## src/sttm_pkg.sv

```systemverilog
// Constants, types and bus carriers of the ten-bit standard timer
// Summary of operation
// Ten-bit up-counter steps on each timer tick
// P checks top three bits; A checks all
// On rise clears counter; fall freezes it
// Overflow or selected match clears counter
// Hold bit freezes counter; release resumes
// Clock select picks tick source, 101 stops
// On rise restores initial pin level
// Period field gives 128 times value, 0=1024
// Period zero clears only on overflow
// Mode field: compare, capture, PWM, counter
// Software stops timer before changing mode
// A match drives pin: none/low/high/toggle
// PWM: inactive, active, PWM, single pulse
// Capture edge: rise, fall, both, off
// Requested level equal initial: no change
// Software changes pin action only when off
// Initial level bit sets level or polarity
// Invert bit flips pin except counter mode
// Swap bit exchanges period and duty sources
// Clear source: A match, else P/overflow
// Counter read-only; compare A read/write
// Clear source 0 raises both flags
// Duty at or over period gives full duty
// Match, clear and flag on same tick
package sttm_pkg;

    // ********************************
    // Sizes and register offsets
    // ********************************
    localparam int CNT_W = 10;
    localparam int REG_W = 8;
    localparam logic [7:0] OFS_CTRL0  = 8'h00;
    localparam logic [7:0] OFS_CTRL1  = 8'h04;
    localparam logic [7:0] OFS_CNT_LO = 8'h08;
    localparam logic [7:0] OFS_CNT_HI = 8'h0C;
    localparam logic [7:0] OFS_CMP_LO = 8'h10;
    localparam logic [7:0] OFS_CMP_HI = 8'h14;
    localparam logic [7:0] OFS_FLAGS  = 8'h18;

    // ********************************
    // Field positions and reset values
    // ********************************
    localparam int POS_HOLD  = 7;
    localparam int POS_CLK   = 4;
    localparam int POS_ON    = 3;
    localparam int POS_PER   = 0;
    localparam int POS_MODE  = 6;
    localparam int POS_ACT   = 4;
    localparam int POS_INIT  = 3;
    localparam int POS_INV   = 2;
    localparam int POS_SWAP  = 1;
    localparam int POS_CCLR  = 0;
    localparam int POS_FLG_A = 0;
    localparam int POS_FLG_P = 1;
    localparam logic [7:0] RST_CTRL = 8'h00;
    localparam logic [9:0] RST_CMP  = 10'h000;
    localparam logic [9:0] RST_CNT  = 10'h000;
    localparam logic [1:0] RESP_OK  = 2'h0;
    localparam logic [1:0] RESP_ERR = 2'h2;

    // ********************************
    // Divider counts
    // ********************************
    localparam logic [1:0] SYS_DIV_LAST = 2'h3;
    localparam logic [5:0] HS16_LAST    = 6'h0F;
    localparam logic [5:0] HS64_LAST    = 6'h3F;

    // ********************************
    // Enumerations
    // ********************************
    typedef enum logic [1:0] {
        MODE_CMP = 2'h0,
        MODE_CAP = 2'h1,
        MODE_PWM = 2'h2,
        MODE_CTR = 2'h3
    } sttm_mode_e;

    typedef enum logic [2:0] {
        CK_SYS4 = 3'h0,
        CK_SYS  = 3'h1,
        CK_HS16 = 3'h2,
        CK_HS64 = 3'h3,
        CK_TB   = 3'h4,
        CK_NONE = 3'h5,
        CK_EXTR = 3'h6,
        CK_EXTF = 3'h7
    } sttm_clk_e;

    // ********************************
    // AXI4-Lite carriers
    // ********************************
    typedef struct packed {
        logic [7:0]  awaddr;
        logic        awvalid;
        logic [31:0] wdata;
        logic [3:0]  wstrb;
        logic        wvalid;
        logic        bready;
        logic [7:0]  araddr;
        logic        arvalid;
        logic        rready;
    } sttm_axi_req_s;

    typedef struct packed {
        logic        awready;
        logic        wready;
        logic [1:0]  bresp;
        logic        bvalid;
        logic        arready;
        logic [31:0] rdata;
        logic [1:0]  rresp;
        logic        rvalid;
    } sttm_axi_rsp_s;

endpackage

```

## src/sttm_top.sv

```systemverilog
// Ten-bit standard timer with AXI4-Lite register slave
//
// The placing of the registers and register access over AXI4-Lite are this design's own decisions.
`timescale 1ns/10ps
module sttm_top (
    input  wire logic                   clock,       // System clock
    input  wire logic                   srst,        // Sync reset
    input  wire sttm_pkg::sttm_axi_req_s axiReq,     // Bus request
    output sttm_pkg::sttm_axi_rsp_s     axiRsp,      // Bus answer
    input  wire logic                   highSpeedTick, // High clock
    input  wire logic                   timebaseTick,  // Timebase
    input  wire logic                   extCountInput, // Count pin
    input  wire logic                   pinZeroIn,   // Pin 0 level
    output logic                        pinZeroOut,  // Pin 0 drive
    output logic                        pinZeroOe,   // Pin 0 enable
    input  wire logic                   pinOneIn,    // Pin 1 level
    output logic                        pinOneOut,   // Pin 1 drive
    output logic                        pinOneOe,    // Pin 1 enable
    output logic                        matchAEvent, // A flag pulse
    output logic                        matchPEvent  // P flag pulse
);
    import sttm_pkg::*;
    // ********************************
    // Register storage
    // ********************************
    logic [7:0]       ctrl0_r;
    logic [7:0]       ctrl1_r;
    logic [CNT_W-1:0] cmpA_r;
    logic [CNT_W-1:0] count_r;
    logic             flagA_r;
    logic             flagP_r;
    logic             onPrev_r;
    logic             outLevel_r;
    logic             pulseOn_r;
    // Field views of the control registers
    logic       holdBit;
    sttm_clk_e  clkSel;
    logic       onBit;
    logic [2:0] perField;
    sttm_mode_e mode;
    logic [1:0] pinAct;
    logic       initLevel;
    logic       invertBit;
    logic       swapBit;
    logic       clrSrc;
    assign holdBit   = ctrl0_r[POS_HOLD];
    assign clkSel    = sttm_clk_e'(ctrl0_r[POS_CLK +: 3]);
    assign onBit     = ctrl0_r[POS_ON];
    assign perField  = ctrl0_r[POS_PER +: 3];
    assign mode      = sttm_mode_e'(ctrl1_r[POS_MODE +: 2]);
    assign pinAct    = ctrl1_r[POS_ACT +: 2];
    assign initLevel = ctrl1_r[POS_INIT];
    assign invertBit = ctrl1_r[POS_INV];
    assign swapBit   = ctrl1_r[POS_SWAP];
    assign clrSrc    = ctrl1_r[POS_CCLR];
    // ********************************
    // Pin synchronisers
    // ********************************
    logic [1:0] extSync_r;
    logic [1:0] p0Sync_r;
    logic [1:0] p1Sync_r;
    logic       extLast_r;
    logic       p0Last_r;
    logic       p1Last_r;
    // Two flops per pin, then one more for edge detection
    always_ff @(posedge clock) begin
        if (srst) begin
            extSync_r <= 2'h0;
            p0Sync_r  <= 2'h0;
            p1Sync_r  <= 2'h0;
            extLast_r <= 1'b0;
            p0Last_r  <= 1'b0;
            p1Last_r  <= 1'b0;
        end else begin
            extSync_r <= {extSync_r[0], extCountInput};
            p0Sync_r  <= {p0Sync_r[0], pinZeroIn};
            p1Sync_r  <= {p1Sync_r[0], pinOneIn};
            extLast_r <= extSync_r[1];
            p0Last_r  <= p0Sync_r[1];
            p1Last_r  <= p1Sync_r[1];
        end
    end

    // ********************************
    // Timer tick selection
    // ********************************
    logic [1:0] sysDiv_r;
    logic [5:0] hsDiv_r;
    logic       tick;
    // Free-running prescalers
    always_ff @(posedge clock) begin
        if (srst) begin
            sysDiv_r <= 2'h0;
            hsDiv_r  <= 6'h00;
        end else begin
            sysDiv_r <= sysDiv_r + 2'h1;
            if (highSpeedTick) hsDiv_r <= hsDiv_r + 6'h01;
        end
    end

    // One tick per step of the chosen source
    always_comb begin
        case (clkSel)
            CK_SYS4: tick = (sysDiv_r == SYS_DIV_LAST);
            CK_SYS:  tick = 1'b1;
            CK_HS16: tick = highSpeedTick
                            && (hsDiv_r[3:0] == HS16_LAST[3:0]);
            CK_HS64: tick = highSpeedTick && (hsDiv_r == HS64_LAST);
            CK_TB:   tick = timebaseTick;
            CK_EXTR: tick = extSync_r[1] && !extLast_r;
            CK_EXTF: tick = !extSync_r[1] && extLast_r;
            default: tick = 1'b0;
        endcase
    end

    // ********************************
    // Comparators and clear choice
    // ********************************
    logic [CNT_W:0] cntInc;
    logic [CNT_W:0] perP;
    logic [CNT_W:0] perA;
    logic           matchA;
    logic           matchP;
    logic           clearHit;
    logic           step;
    logic           onRise;
    logic           setA;
    logic           setP;
    assign onRise = onBit && !onPrev_r;
    assign step   = onBit && !holdBit && tick;
    assign cntInc = {1'b0, count_r} + 11'h001;
    // P period is 128 times the field, zero meaning full range
    assign perP   = (perField == 3'h0) ? 11'h400
                                       : {1'b0, perField, 7'h00};
    assign perA   = (cmpA_r == RST_CMP) ? 11'h400 : {1'b0, cmpA_r};
    // A sees all bits; P sees only the top three
    assign matchA = step && (cntInc == {1'b0, cmpA_r});
    assign matchP = step && (cntInc == perP);

    // Clear source per mode
    always_comb begin
        case (mode)
            MODE_PWM: clearHit = swapBit ? matchA : matchP;
            MODE_CAP: clearHit = matchP;
            default:  clearHit = clrSrc ? matchA : matchP;
        endcase
    end

    // ********************************
    // Counter
    // ********************************
    // Cleared on enable, cleared on match, else counts up
    always_ff @(posedge clock) begin
        if (srst) begin
            count_r  <= RST_CNT;
            onPrev_r <= 1'b0;
        end else begin
            onPrev_r <= onBit;
            if (onRise) begin
                count_r <= RST_CNT;
            end else if (step && clearHit) begin
                count_r <= RST_CNT;
            end else if (step) begin
                count_r <= cntInc[CNT_W-1:0];
            end
        end
    end

    // ********************************
    // Capture detection
    // ********************************
    logic pinRise;
    logic pinFall;
    logic capHit;
    assign pinRise = (p0Sync_r[1] && !p0Last_r)
                     || (p1Sync_r[1] && !p1Last_r);
    assign pinFall = (!p0Sync_r[1] && p0Last_r)
                     || (!p1Sync_r[1] && p1Last_r);

    // Trigger edge chosen by the pin action field
    always_comb begin
        case (pinAct)
            2'h0:    capHit = pinRise;
            2'h1:    capHit = pinFall;
            2'h2:    capHit = pinRise || pinFall;
            default: capHit = 1'b0;
        endcase
        capHit = capHit && onBit && (mode == MODE_CAP);
    end

    // Flag sources by mode; clear on A suppresses P in compare and counter modes
    assign setA = (mode == MODE_CAP) ? capHit : matchA;
    assign setP = matchP && !(clrSrc && mode != MODE_CAP
                              && mode != MODE_PWM);
    assign matchAEvent = setA;
    assign matchPEvent = setP;

    // ********************************
    // Output pin level
    // ********************************
    logic [CNT_W:0] perVal;
    logic [CNT_W:0] dutyVal;
    logic           pwmAct;
    logic           preLevel;
    assign perVal  = swapBit ? perA : perP;
    assign dutyVal = swapBit ? perP : {1'b0, cmpA_r};
    // Duty at or past the period stays active throughout
    assign pwmAct  = (dutyVal >= perVal)
                     || ({1'b0, count_r} < dutyVal);

    // Compare level, single pulse latch
    always_ff @(posedge clock) begin
        if (srst) begin
            outLevel_r <= 1'b0;
            pulseOn_r  <= 1'b0;
        end else if (onRise) begin
            outLevel_r <= initLevel;
            pulseOn_r  <= 1'b1;
        end else if (matchA) begin
            pulseOn_r <= 1'b0;
            if (mode == MODE_CMP) begin
                case (pinAct)
                    2'h1: begin
                        if (initLevel) outLevel_r <= 1'b0;
                    end
                    2'h2: begin
                        if (!initLevel) outLevel_r <= 1'b1;
                    end
                    2'h3: outLevel_r <= !outLevel_r;
                    default: outLevel_r <= outLevel_r;
                endcase
            end
        end
    end

    // Level before inversion, active level set by initial bit
    always_comb begin
        case (pinAct)
            2'h0:    preLevel = !initLevel;
            2'h1:    preLevel = initLevel;
            2'h2:    preLevel = pwmAct ? initLevel : !initLevel;
            default: preLevel = pulseOn_r ? initLevel : !initLevel;
        endcase
        if (mode == MODE_CMP) begin
            preLevel = outLevel_r;
        end
    end

    logic pinDrv_r;
    logic pinOe_r;
    // Registered pin drive, released in capture and counter modes
    always_ff @(posedge clock) begin
        if (srst) begin
            pinDrv_r <= 1'b0;
            pinOe_r  <= 1'b0;
        end else begin
            pinDrv_r <= preLevel ^ invertBit;
            pinOe_r  <= (mode == MODE_CMP) || (mode == MODE_PWM);
        end
    end

    assign pinZeroOut = pinDrv_r;
    assign pinOneOut  = pinDrv_r;
    assign pinZeroOe  = pinOe_r;
    assign pinOneOe   = pinOe_r;
    // ********************************
    // AXI4-Lite slave
    // ********************************
    logic        awHeld_r;
    logic        wHeld_r;
    logic [7:0]  awAddr_r;
    logic [31:0] wData_r;
    logic [3:0]  wStrb_r;
    logic        bValid_r;
    logic [1:0]  bResp_r;
    logic        rValid_r;
    logic [1:0]  rResp_r;
    logic [31:0] rData_r;
    logic        doWrite;
    logic        hitA;
    logic        hitW;
    logic        clrA;
    logic        clrP;
    // True for an address that holds a register
    function automatic logic isMapped(input logic [7:0] a);
        case (a)
            OFS_CTRL0, OFS_CTRL1, OFS_CNT_LO, OFS_CNT_HI,
            OFS_CMP_LO, OFS_CMP_HI, OFS_FLAGS: isMapped = 1'b1;
            default: isMapped = 1'b0;
        endcase
    endfunction

    assign hitA    = axiReq.awvalid && axiRsp.awready;
    assign hitW    = axiReq.wvalid && axiRsp.wready;
    assign doWrite = awHeld_r && wHeld_r && !bValid_r;
    assign clrA    = doWrite && wStrb_r[0] && (awAddr_r == OFS_FLAGS)
                     && wData_r[POS_FLG_A];
    assign clrP    = doWrite && wStrb_r[0] && (awAddr_r == OFS_FLAGS)
                     && wData_r[POS_FLG_P];

    // Address and data taken in either order
    always_ff @(posedge clock) begin
        if (srst) begin
            awHeld_r <= 1'b0;
            wHeld_r  <= 1'b0;
            awAddr_r <= 8'h00;
            wData_r  <= 32'h0000_0000;
            wStrb_r  <= 4'h0;
            bValid_r <= 1'b0;
            bResp_r  <= RESP_OK;
        end else begin
            if (hitA) begin
                awHeld_r <= 1'b1;
                awAddr_r <= {axiReq.awaddr[7:2], 2'h0};
            end
            if (hitW) begin
                wHeld_r <= 1'b1;
                wData_r <= axiReq.wdata;
                wStrb_r <= axiReq.wstrb;
            end
            if (doWrite) begin
                awHeld_r <= 1'b0;
                wHeld_r  <= 1'b0;
                bValid_r <= 1'b1;
                bResp_r  <= isMapped(awAddr_r) ? RESP_OK : RESP_ERR;
            end else if (bValid_r && axiReq.bready) begin
                bValid_r <= 1'b0;
            end
        end
    end

    // Control and compare registers; capture outranks software
    always_ff @(posedge clock) begin
        if (srst) begin
            ctrl0_r <= RST_CTRL;
            ctrl1_r <= RST_CTRL;
            cmpA_r  <= RST_CMP;
        end else begin
            if (doWrite && wStrb_r[0]) begin
                case (awAddr_r)
                    OFS_CTRL0:  ctrl0_r <= wData_r[7:0];
                    OFS_CTRL1:  ctrl1_r <= wData_r[7:0];
                    OFS_CMP_LO: cmpA_r[7:0] <= wData_r[7:0];
                    OFS_CMP_HI: cmpA_r[9:8] <= wData_r[1:0];
                    default:    ctrl0_r <= ctrl0_r;
                endcase
            end
            if (capHit) cmpA_r <= count_r;
        end
    end

    // Sticky flags; a new event wins over a clear
    always_ff @(posedge clock) begin
        if (srst) begin
            flagA_r <= 1'b0;
            flagP_r <= 1'b0;
        end else begin
            flagA_r <= setA || (flagA_r && !clrA);
            flagP_r <= setP || (flagP_r && !clrP);
        end
    end

    // Read path answers one cycle after the address
    always_ff @(posedge clock) begin
        if (srst) begin
            rValid_r <= 1'b0;
            rResp_r  <= RESP_OK;
            rData_r  <= 32'h0000_0000;
        end else if (axiReq.arvalid && axiRsp.arready) begin
            rValid_r <= 1'b1;
            rResp_r  <= isMapped({axiReq.araddr[7:2], 2'h0}) ? RESP_OK
                                                              : RESP_ERR;
            case ({axiReq.araddr[7:2], 2'h0})
                OFS_CTRL0:  rData_r <= {24'h0, ctrl0_r};
                OFS_CTRL1:  rData_r <= {24'h0, ctrl1_r};
                OFS_CNT_LO: rData_r <= {24'h0, count_r[7:0]};
                OFS_CNT_HI: rData_r <= {30'h0, count_r[9:8]};
                OFS_CMP_LO: rData_r <= {24'h0, cmpA_r[7:0]};
                OFS_CMP_HI: rData_r <= {30'h0, cmpA_r[9:8]};
                OFS_FLAGS:  rData_r <= {30'h0, flagP_r, flagA_r};
                default:    rData_r <= 32'h0000_0000;
            endcase
        end else if (rValid_r && axiReq.rready) begin
            rValid_r <= 1'b0;
        end
    end

    // Handshake outputs
    assign axiRsp.awready = !awHeld_r && !bValid_r;
    assign axiRsp.wready  = !wHeld_r && !bValid_r;
    assign axiRsp.bvalid  = bValid_r;
    assign axiRsp.bresp   = bResp_r;
    assign axiRsp.arready = !rValid_r;
    assign axiRsp.rvalid  = rValid_r;
    assign axiRsp.rresp   = rResp_r;
    assign axiRsp.rdata   = rData_r;

endmodule

```

## config.mk

```make
export PLATFORM = sky130hd
export DESIGN_NAME = sttm_top
export DESIGN_NICKNAME = d
export VERILOG_FILES = /design/src/sttm_pkg.sv /design/src/sttm_top.sv
export SDC_FILE = /design/constraint.sdc
export NUM_CORES = 1
export LEC_CHECK = 0
export ABC_AREA = 1
export BUFFER_PORTS_ARGS = -buffer_cell sky130_fd_sc_hd__buf_2
export CAP_MARGIN = 20
export CORE_AREA = 2 2 103 105
export CTS_BUF_LIST = sky130_fd_sc_hd__clkbuf_8
export CTS_CLUSTER_DIAMETER = 120
export CTS_CLUSTER_SIZE = 24
export DETAILED_ROUTE_END_ITERATION = 16
export DIE_AREA = 0 0 105 107
export PLACE_DENSITY = 0.77
export SYNTH_ARGS = -nofsm -noshare
export SYNTH_HDL_FRONTEND = slang
export SYNTH_SLANG_ARGS = --single-unit
```

## constraint.sdc

```tcl
create_clock -name clock -period 2 [get_ports clock]
set_input_delay 0.4 -clock clock [delete_from_list [all_inputs] [get_ports clock]]
set_output_delay 0.4 -clock clock [all_outputs]
set_load 0.02 [all_outputs]
```

After elaboration in Yosys (flattened, before gate mapping)
Cells that the tools add are included.
Widths: inputs -> output; s select.
{"block": "totals", "register_bits": 115, "in_bits": 64, "output_inout_bits": 47, "elab_cells": 189}
{"block": "op_classes", "n_addsub": 3, "magnitude_cmp": 2, "n_eq_ne": 32, "mux": 39, "n_bitwise": 1, "n_reduce_logical": 82}
{"operator": "$pmux 8 s7", "count": 1}
{"operator": "$mux 11", "count": 4}
{"operator": "$eq 6x3->1 const B", "count": 6}
{"operator": "$logic_and 1x1->1", "count": 34}
{"operator": "$eq 6x2->1 const B", "count": 4}
{"operator": "$mux 1", "count": 23}
{"operator": "$mux 10", "count": 2}
{"operator": "$logic_not 1->1", "count": 17}
{"operator": "$reduce_bool 2->1", "count": 7}
{"operator": "$reduce_or 7->1", "count": 2}
{"operator": "$eq 6x1->1 const B", "count": 2}
{"operator": "$add 10x1->11 const B", "count": 1}
{"operator": "$eq 11x10->1", "count": 1}
{"operator": "$eq 11x11->1", "count": 1}
{"operator": "$ge 11x11->1", "count": 1}
{"operator": "$lt 10x11->1", "count": 1}
{"operator": "$logic_not 10->1", "count": 1}
{"operator": "$eq 3x3->1 const B", "count": 3}
{"operator": "$pmux 1 s3", "count": 3}
{"operator": "$eq 2x2->1 const B", "count": 4}
{"operator": "$logic_not 8->1", "count": 1}
{"operator": "$mux 8", "count": 1}
{"operator": "$reduce_and 2->1", "count": 4}
{"operator": "$logic_or 1x1->1", "count": 7}
{"operator": "21 further kinds", "count": 28}

Depth between registers and ports, before layout
Gate-level depths: netlist of the first run.
{"block": "depth", "depth_word": 9, "ltp_mapped": 21, "ltp_nobuf": 20}

Worst setup path before layout of the first run
Ideal clock, no wire load.
{"block": "synth_path", "path_kind": "register to output", "startpoint": "register count_r[0]", "endpoint": "output port matchPEvent", "arrival_time_ns": 1.886, "required_time_ns": 1.600, "path_slack_ns": -0.286, "path_stages_with_launch": 11, "path_buffers": 0, "path_cell_list": "dfxtp_1 ha_1 nand4_2 nor2_2 nand4_2 nor2_1 xnor2_1 nand2_1 nor2_1 nand2_1 nor2_1"}
{"block": "synth_between", "elab_chain_len": 4}
{"item": "start, declared", "line_no": "sttm_top.sv:29", "text": "logic [CNT_W-1:0] count_r;"}
{"item": "start signal, assigned", "line_no": "sttm_top.sv:164", "text": "count_r <= cntInc[CNT_W-1:0];"}
{"item": "$add 10x1->11", "line_no": "sttm_top.sv:131", "text": "assign cntInc = {1'b0, count_r} + 11'h001;"}
{"item": "$eq 11x11->1", "line_no": "sttm_top.sv:138", "text": "assign matchP = step && (cntInc == perP);"}
{"item": "$logic_and 1x1->1", "line_no": "sttm_top.sv:138"}
{"item": "$logic_and 1x1->1", "line_no": "sttm_top.sv:193", "text": "assign setP = matchP && !(clrSrc && mode != MODE_CAP"}
{"item": "end, declared", "line_no": "sttm_top.sv:20", "text": "output logic matchPEvent"}
No other way between the ends.

Worst setup path in the final report of the first run
Ends and elaborated chain as after synthesis.

==> results.cfg, run 1 <==
[cells_and_area]
n_fill_cell = 868
syn_to_final_growth_pct = 31.3
fin_util_pct = 65.1
drive_gt1_share_pct = 27.6
finalNetCount = 974
n_antenna_cell = 0

[detailed_routing]
drc = 0
wl_per_cell_um = 14.1
viasPerCell = 5.17
drtIter0Drc = 378
postRouteAntennaNets = 0
wl_mm = 14.5
first_pass_iters = 5
vias = 5328

[yosys]
avgSynthCellArea_um2 = 6.76
async_flop_share_pct = 0
synth.top_cells.by_count = nand2_1 (133), inv_1 (102), dfxtp_1 (89), nor2_1 (89), o21ai_0 (82)
yosysMostFrequentCell = nand2_1
synth_edf_count = 0
ys_ff_latch = 89
yosys.cell_types.count = 41
synth_area_leader_cell = dfxtp_1
yosys.area.top_type_share_pct = 35.6
syn-cell-area_um2 = 5010
yosysWarnings = 0
seq_area_frac_synth_pct = 35.6
synthCells = 740
synthTopCellsByArea = dfxtp_1 (36%), nand2_1 (10%), o21ai_0 (8.2%), inv_1 (7.6%), nor2_1 (6.7%)
synth_ff_type = dfxtp_1

[clock_tree]
root_buffer = clkbuf_8
hold_buffers = 0
cts.clk_slew.worst_paths_ns = 0.10
cts_tree = done
cts_buffers = 9
clk_path_buf_depth = 2
clock_sinks = 89
insertion_delay_ns = 0.37
htreeDepth = 3

[critical_path]
reg2reg_from = count_r[1]
r2r_slack_ns = -0.59
path_cells = ha_4, or2_4, nand2_4, nand3_2, nor2_2, nand3_1, nor2_1, nand3_1, nor2_2, nand2_2, nor2_4, buf_6
path_class = reg2out
rr_worst_depth = 19
startpoint_type = register
cp_slowest_cell = dfxtp_4
required_ns = 1.60
crit_path_max_incr_delay_ns = 0.37
cp_max_fo = 4
worstPathArrival_ns = 2.24
endpoint_kind = output pin
reg2reg_to = count_r[2]

[floorplan]
fp-row-count = 37
die_w_um = 105
dieArea_um2 = 11200
core_um2 = 10100
ioPinCount = 111
start_util_pct = 49.6
die_height_um = 107

[min_path]
hold_end = extSync_r[0]
holdPathStages = 3
min-delay-start = extCountInput
min_path_type = in2reg

[sta]
rsz0062_at_grt = yes
hold_violations = 0
slew_violations = 0
max_freq_mhz = 378
timing.hold.ws_ns = 0.223
setup_ws_ns = -0.645
finClkSkew_ns = 0.0140
tightest_slew_ns = 0.541
slew_headroom_pct = 63.8
setup_viol = 15
period_share_pct = 132
min_period_ns = 2.64
tns_ns = -7.59

[global_routing]
globalRouteTotalUtil_pct = 24.9
antenna_found_initial = 0
grt_pass1_vias = 4827
grt_pass1_wl_mm = 22.3
gr-total-overflow = 0
grt_max_degree = 38

[job]
cap_viol_max_count = 0

[power]
ir_worst_vdd_mv = 0.464
p_leak_nw = 3.05
p_total_mw = 3.40
p_per_area_nw_per_um2 = 518

[placed_design]
numPortBuffers = 53
place_ws_ns = -0.283
place_congestion = 0.983
hpwl_mm = 10.3

[run_status]
outcome = complete, but fails checks
violations = negative setup slack
[routing by layer]
layer	vias to the layer above	part of all wire, %	global-route usage [%]
met5	-	0	0
met4	0	4.6	11.5
met3	52	6.2	5.29
met2	207	47	41.0
met1	2398	42	31.2
li1	2671	-	-
[sequential cells by signal, indices dropped and copies added (netlist names), 2 cells and up]
name	cells
awAddr_r	6
cmpA_r	10
count_r	10
ctrl0_r	8
ctrl1_r	8
extSync_r	2
hsDiv_r	6
p0Sync_r	2
p1Sync_r	2
rData_r	8
sysDiv_r	2
wData_r	8
[per-stage QoR]
step	area (µm²)	cells
final	6570	1031
after global routing	6570	1031
after CTS	6320	1026
after detailed placement	5990	998
after global placement	5990	998
after floorplan	5150	765
[final cells by class]
class	instances	area (µm²)	share of cell area, %
sequential	89	1810	27.5
inverter	104	390	5.94
multi-input combinational	525	2910	44.2
tap	136	170	2.59
clock buffer	9	124	1.88
timing repair buffer	161	1120	17.0
clock inverter	7	55.1	0.838
[worst max-delay path: cells and delay by family, from the launching register on]
kind | cells | cell delay, ns
adder cells (fa/ha/maj) | 1 | 0.18
flip-flops | 1 | 0.37
buffers and inverters | 1 | 0.13
AND/OR/NAND/NOR | 10 | 1.19
[where the power goes]
| group | switching, mW | internal, mW |
|---|---|---|
| logic | 0.228 | 0.117 |
| clock network | 0.720 | 0.463 |
| registers | 0.0510 | 1.82 |
| total | 0.999 | 2.40 |
[what timing repair did]
action,in CTS,in global routing
resized for setup,25,52
setup buffers,12,6
pin swaps,15,28
setup endpoints to repair,15,19
gates cloned,0,1
[worst max-delay path by stage]
stage	from	to	slack, ns	cells after the start
floorplan	count_r[0]	matchPEvent	-0.003	10
global placement	highSpeedTick	matchPEvent	-0.29	14
detailed placement	hsDiv_r[0]	matchPEvent	-0.28	14
CTS	count_r[0]	matchPEvent	-0.60	12
global route	count_r[1]	count_r[2]	-0.80	19
finish	count_r[0]	matchPEvent	-0.64	12
[cell usage in the layout (no fill, tap or decap), types with 16 or more instances in the layout]
cell type / netlist / layout
conb_1: 1 / 26
nor3_1: 18 / 16
inv_1: 102 / 101
o21ai_0: 82 / 76
buf_2: 1 / 51
a21oi_1: 53 / 52
buf_4: 31 / 103
nand3_1: 38 / 30
ha_1: 20 / 17
nand2_1: 133 / 119
nor2_1: 89 / 82
dfxtp_1: 89 / 79
[kinds of logic (layout without fill, tap and decap cells)]
family	Yosys count	count (layout)	share of synthesized area, %
other cells	1	26	0.0749
buf+inv	152	281	13.7
xor+xnor	7	7	1.52
flops	89	89	35.6
fa+ha+maj	20	20	5.00
compound gates	172	172	18.8
simple gates	299	300	25.2
Note: power is estimated with default switching activity, not from simulation.
==> run 2: changes to the inputs <==
--- a/config.mk
+++ b/config.mk
@@ -15,6 +15,7 @@
 export DETAILED_ROUTE_END_ITERATION = 16
 export DIE_AREA = 0 0 105 107
 export PLACE_DENSITY = 0.77
+export REMOVE_ABC_BUFFERS = 1
 export SYNTH_ARGS = -nofsm -noshare
 export SYNTH_HDL_FRONTEND = slang
 export SYNTH_SLANG_ARGS = --single-unit
==> run 2 against run 1 <==
The run still ends with negative setup slack left. Cell count is 2.5% higher. Critical path depth stayed put. Worst setup slack worse by 0.097 ns. Routed wire length is 7.4% higher. Clock-buffer cell count stayed put. Non-clock buffer count is 25 higher. Clock power hardly changed. Flip-flop and latch count stayed put. Sequential share of layout area is 1.3 points lower. Via count is 4.7% higher. Utilization is 3.0 points higher. Global-route usage is 1.7 points higher.
==> results.cfg, run 2 (synthesis gave the netlist of run 1 again) <==
[critical_path]
cp_slowest_cell = dfxtp_4
crit_path_max_incr_delay_ns = 0.36
endpoint_kind = output pin
startpoint_type = register
crit_path_end = matchPEvent
path_cells = ha_4, or2_4, nand2_2, nand3_2, nor2_1, nand3_1, nor2_2, nand3_1, nor2_2, nand2_1, nor2_4, buf_6
reg2reg_from = count_r[1]
worstPathArrival_ns = 2.34
required_ns = 1.60
startpoint = count_r[1]
path_class = reg2out
rr_worst_depth = 13
r2r_slack_ns = -0.33
cp_max_fo = 3
reg2reg_to = count_r[6]

[cells_and_area]
fin_util_pct = 68.1
layout.cells.most_common_list = nand2_1 (116), buf_4 (115), inv_1 (99), dfxtp_1 (81), nor2_1 (79)
top_regs = cmpA_r (10), count_r (10)
n_fill_cell = 841
drive_gt1_share_pct = 31.3
n_antenna_cell = 0
syn_to_final_growth_pct = 37.3
finalNetCount = 1000
stdcell_count = 1057
layout_commonest_cell = nand2_1

[clock_tree]
hold_buffers = 0
root_buffer = clkbuf_8
cts_tree = done
cts.clk_slew.worst_paths_ns = 0.09
cts_buffers = 9
insertion_delay_ns = 0.37
htreeDepth = 3
clk_path_buf_depth = 2
clock_sinks = 89

[global_routing]
grt_pass1_wl_mm = 23.8
globalRouteTotalUtil_pct = 26.6
antenna_found_initial = 0
gr-total-overflow = 0
grt_max_degree = 48
grt_pass1_vias = 4973

[sta]
slew_headroom_pct = 65.8
tns_ns = -5.42
hold_violations = 0
setup_viol = 17
tightest_slew_ns = 0.512
min_period_ns = 2.74
rsz0062_at_grt = yes
timing.hold.ws_ns = 0.228
period_share_pct = 137
setup_ws_ns = -0.741
slew_violations = 0
finClkSkew_ns = 0.0116
max_freq_mhz = 365

[power]
p_leak_nw = 3.17
p_seq_share_pct = 55.3
p_total_mw = 3.39
switching_power_uw = 988
internal_power_mw = 2.40
clkPwrFrac_pct = 34.4
swShare_pct = 29.1
p_comb_share_pct = 10.3
ir_worst_vdd_mv = 0.512
p_per_area_nw_per_um2 = 493

[floorplan]
die_w_um = 105
ioPinCount = 111
dieArea_um2 = 11200
fp-row-count = 37
start_util_pct = 49.6
die_height_um = 107
core_um2 = 10100

[detailed_routing]
drtIter0Drc = 461
postRouteAntennaNets = 0
viasPerCell = 5.28
wl_mm = 15.6
wl_per_cell_um = 14.7
vias = 5576
drc = 0
first_pass_iters = 6

[placed_design]
place_inst = 1001
place_congestion = 0.980
numPortBuffers = 53
hpwl_mm = 10.3

[run_status]
outcome = complete, but fails checks
violations = negative setup slack

[min_path]
min_path_type = in2reg

[job]
cap_viol_max_count = 0
## run 2: changes by cell type in the layout (fill, tap and decap cells not counted), sizes merged
cell	previous run	this run
buf	161	186
clkinvlp	3	5
inv	106	105
## run 2: how the worst min path moves through the flow
| stage | to | startpoint | cells past startpoint |
|---|---|---|---|
| after global routing | extSync_r[0] | extCountInput | 3 |
| after CTS | p1Sync_r[0] | pinOneIn | 3 |
| after detailed placement | p1Sync_r[1] | p1Sync_r[0] | 2 |
| final | extSync_r[0] | extCountInput | 3 |
| after global placement | extSync_r[1] | extSync_r[0] | 2 |
| after floorplan | extSync_r[1] | extSync_r[0] | 2 |
## run 2: through the flow
stage	area [µm²]	setup WS, ns
4_1_cts	6570	-0.592
5_1_grt	6880	-0.838
6_report	6880	-0.741
3_5_place_dp	5960	-0.367
3_3_place_gp	5960	-0.310
2_1_floorplan	4800	-0.464
## run 2: per-layer routing
layer	GRT usage, %	wire length [µm]	part of all wire [%]
met4	10.3	792	5.1
met5	0	0	0
met3	4.74	1290	8.3
met1	33.1	6230	40
met2	45.8	7260	47
## run 2: repair_timing
action,4_1_cts,5_1_grt
endpoints found under the setup margin,15,18
pin swaps,21,37
setup buffers,43,18
gates cloned,2,0
resized for setup,61,63
## run 2: power by group through the flow
stage / logic (mW) / clock network [mW] / registers, mW
5_1_grt: 0.389 / 1.24 / 1.88
4_1_cts: 0.341 / 1.17 / 1.88
6_report: 0.351 / 1.17 / 1.87
3_3_place_gp: 0.325 / 0 / 1.92
2_1_floorplan: 0.203 / 0 / 1.91
3_5_place_dp: 0.331 / 0 / 1.92
## run 2: area by class of cell
| cell class | count | area, µm² | area share [%] |
|---|---|---|---|
| flip-flops and latches | 89 | 1800 | 26.2 |
| inverters | 104 | 398 | 5.79 |
| clock inverters | 7 | 51.3 | 0.746 |
| well taps | 136 | 170 | 2.47 |
| multi-input cells | 525 | 2950 | 42.9 |
| clock buffers | 9 | 124 | 1.80 |
| repair inverters | 1 | 7.51 | 0.109 |
| repair buffers | 186 | 1370 | 19.9 |
## run 2: critical path: cells and delay by family, from the launching register on
kind | cells | cell delay (ns)
adders and majority gates | 1 | 0.17
DFF | 1 | 0.36
buffers and inverters | 1 | 0.13
and+or+nand+nor | 10 | 1.29
==> run 3: changes to the inputs <==
==> constraint.sdc (replaced) <==
create_clock -name clock -period 2.4 [get_ports clock]
set_input_delay 0.48 -clock clock [delete_from_list [all_inputs] [get_ports clock]]
set_output_delay 0.48 -clock clock [all_outputs]
set_load 0.02 [all_outputs]
==> run 3 against run 2 <==
The run still ends with negative setup slack left. Combinational power shrank 24%. Sequential power shrank 17%. Total power shrank 14%. Clock skew grew 0.0031 ns. Register-to-register slack gained 0.50 ns. Cell count shrank 9.1%. Global-route usage shrank 3.4 points. Via count shrank 11%. Clock power shrank 6%. Critical path type unchanged.
==> results.cfg, run 3 (synthesis gave the netlist of run 1 again) <==
[run_status]
outcome = complete, but fails checks
violations = negative setup slack

[sta]
max_freq_mhz = 376
period_share_pct = 111
slew_headroom_pct = 62.8
timing.hold.ws_ns = 0.313
finClkSkew_ns = 0.0147
setup_ws_ns = -0.256
setup_viol = 2
min_period_ns = 2.66
rsz0062_at_grt = yes
hold_violations = 0
slew_violations = 0
tightest_slew_ns = 0.556

[min_path]
min-delay-start = pinZeroIn
min_path_type = in2reg
hold_end = p0Sync_r[0]
holdPathStages = 3

[floorplan]
dieArea_um2 = 11200
start_util_pct = 49.6
die_height_um = 107
core_um2 = 10100
ioPinCount = 111
fp-row-count = 37
die_w_um = 105

[critical_path]
cp_slowest_cell = dfxtp_2
worstPathArrival_ns = 2.18
critPathTopFamily = simple AND/OR/NAND/NOR gates
path_cells = buf_6, buf_4, ha_1, or2_2, nand3_1, nor2_1, nand3_1, nor2_1, nand3_2, nand2_2, buf_6
cp_num_buf_inv = 3
path_class = reg2out
crit_path_max_incr_delay_ns = 0.35
cp_max_fo = 3
r2r_slack_ns = 0.17
rr_worst_depth = 12
reg2reg_to = count_r[1]
reg2reg_from = count_r[1]
startpoint_type = register
required_ns = 1.92
endpoint_kind = output pin

[detailed_routing]
first_pass_iters = 5
drc = 0
viasPerCell = 5.14
wl_mm = 12.9
wl_per_cell_um = 13.5
vias = 4938
drtIter0Drc = 370
postRouteAntennaNets = 0

[global_routing]
grt_pass1_vias = 4496
grt_max_degree = 28
grt_pass1_wl_mm = 20.9
gr-total-overflow = 0
antenna_found_initial = 0
globalRouteTotalUtil_pct = 23.2

[placed_design]
numPortBuffers = 53
place_congestion = 0.959
hpwl_mm = 9.76

[power]
p_per_area_nw_per_um2 = 495
p_leak_nw = 2.69
ir_worst_vdd_mv = 0.522
p_total_mw = 2.93

[cells_and_area]
n_antenna_cell = 0
layout_commonest_cell = nand2_1
drive_gt1_share_pct = 20.1
layout.cells.most_common_list = nand2_1 (124), inv_1 (97), nor2_1 (83), o21ai_0 (79), dfxtp_1 (78)
syn_to_final_growth_pct = 18.3
finalNetCount = 904
top_regs = cmpA_r (10), count_r (10)

[job]
cap_viol_max_count = 0

[clock_tree]
root_buffer = clkbuf_8
clk_path_buf_depth = 2
cts_buffers = 9
insertion_delay_ns = 0.36
cts.clk_slew.worst_paths_ns = 0.09
htreeDepth = 3
clock_sinks = 89
cts_tree = done
[run 3: cell count changes in the layout (fill, tap and decap cells not counted), moves of 5 or more]
cell     change
nand2_2      -8
nand2_1      +8
buf_4       -79
o21ai_0      +8
nand3_2      -5
ha_4         -5
nand3_1      +7
buf_6       -12
[run 3: metal layers]
layer	global-route usage (%)	vias to the layer above	wire [µm]
met5	0	-	0
met2	39.1	178	5910
li1	-	2526	-
met4	8.95	0	473
met1	29.7	2201	5760
met3	4.01	33	786
[run 3: worst min-delay path, cell delays in order]
cell and delay [ns]:
buf_2 0.07, inv_1 0.03, nor2_1 0.06
[run 3: worst max path at each step]
stage	from	end	slack, ns	depth (start not counted)
final	count_r[1]	matchAEvent	-0.26	11
after global routing	count_r[1]	matchAEvent	-0.40	14
after CTS	count_r[0]	matchPEvent	-0.30	12
after detailed placement	highSpeedTick	matchPEvent	-0.04	14
after global placement	highSpeedTick	matchPEvent	-0.04	14
after floorplan	hsDiv_r[0]	matchPEvent	-0.14	13
[run 3: through the flow]
stage	util (%)	setup TNS, ns	setup slack, ns	instances	area, µm²
4_1_cts	57.7	-0.540	-0.305	958	5820
3_5_place_dp	54.2	-0.0386	-0.0386	937	5470
2_1_floorplan	-	-0.144	-0.144	717	4800
6_report	58.7	-0.498	-0.256	961	5920
5_1_grt	58.7	-0.808	-0.404	961	5920
3_3_place_gp	54.2	-0.0420	-0.0420	937	5470
[run 3: cell type report]
| class | instances | area, µm² |
|---|---|---|
| Inverter | 104 | 394 |
| Multi-Input combinational cell | 524 | 2760 |
| Clock buffer | 10 | 138 |
| Fill cell | 963 | 4170 |
| Clock inverter | 6 | 75.1 |
| Tap cell | 136 | 170 |
| Sequential cell | 89 | 1810 |
| Timing Repair Buffer | 92 | 582 |
[run 3: repair_timing]
item / 4_1_cts / 5_1_grt
gates resized for setup: 32 / 31
setup endpoints to repair: 2 / 3
pin swaps: 11 / 15
hold buffers: 0 / 0
setup buffers: 5 / 3
[run 3: power by group]
group / internal [mW] / switching [mW]
Sequential: 1.52 / 0.0434
Combinational: 0.0841 / 0.182
Clock: 0.525 / 0.576
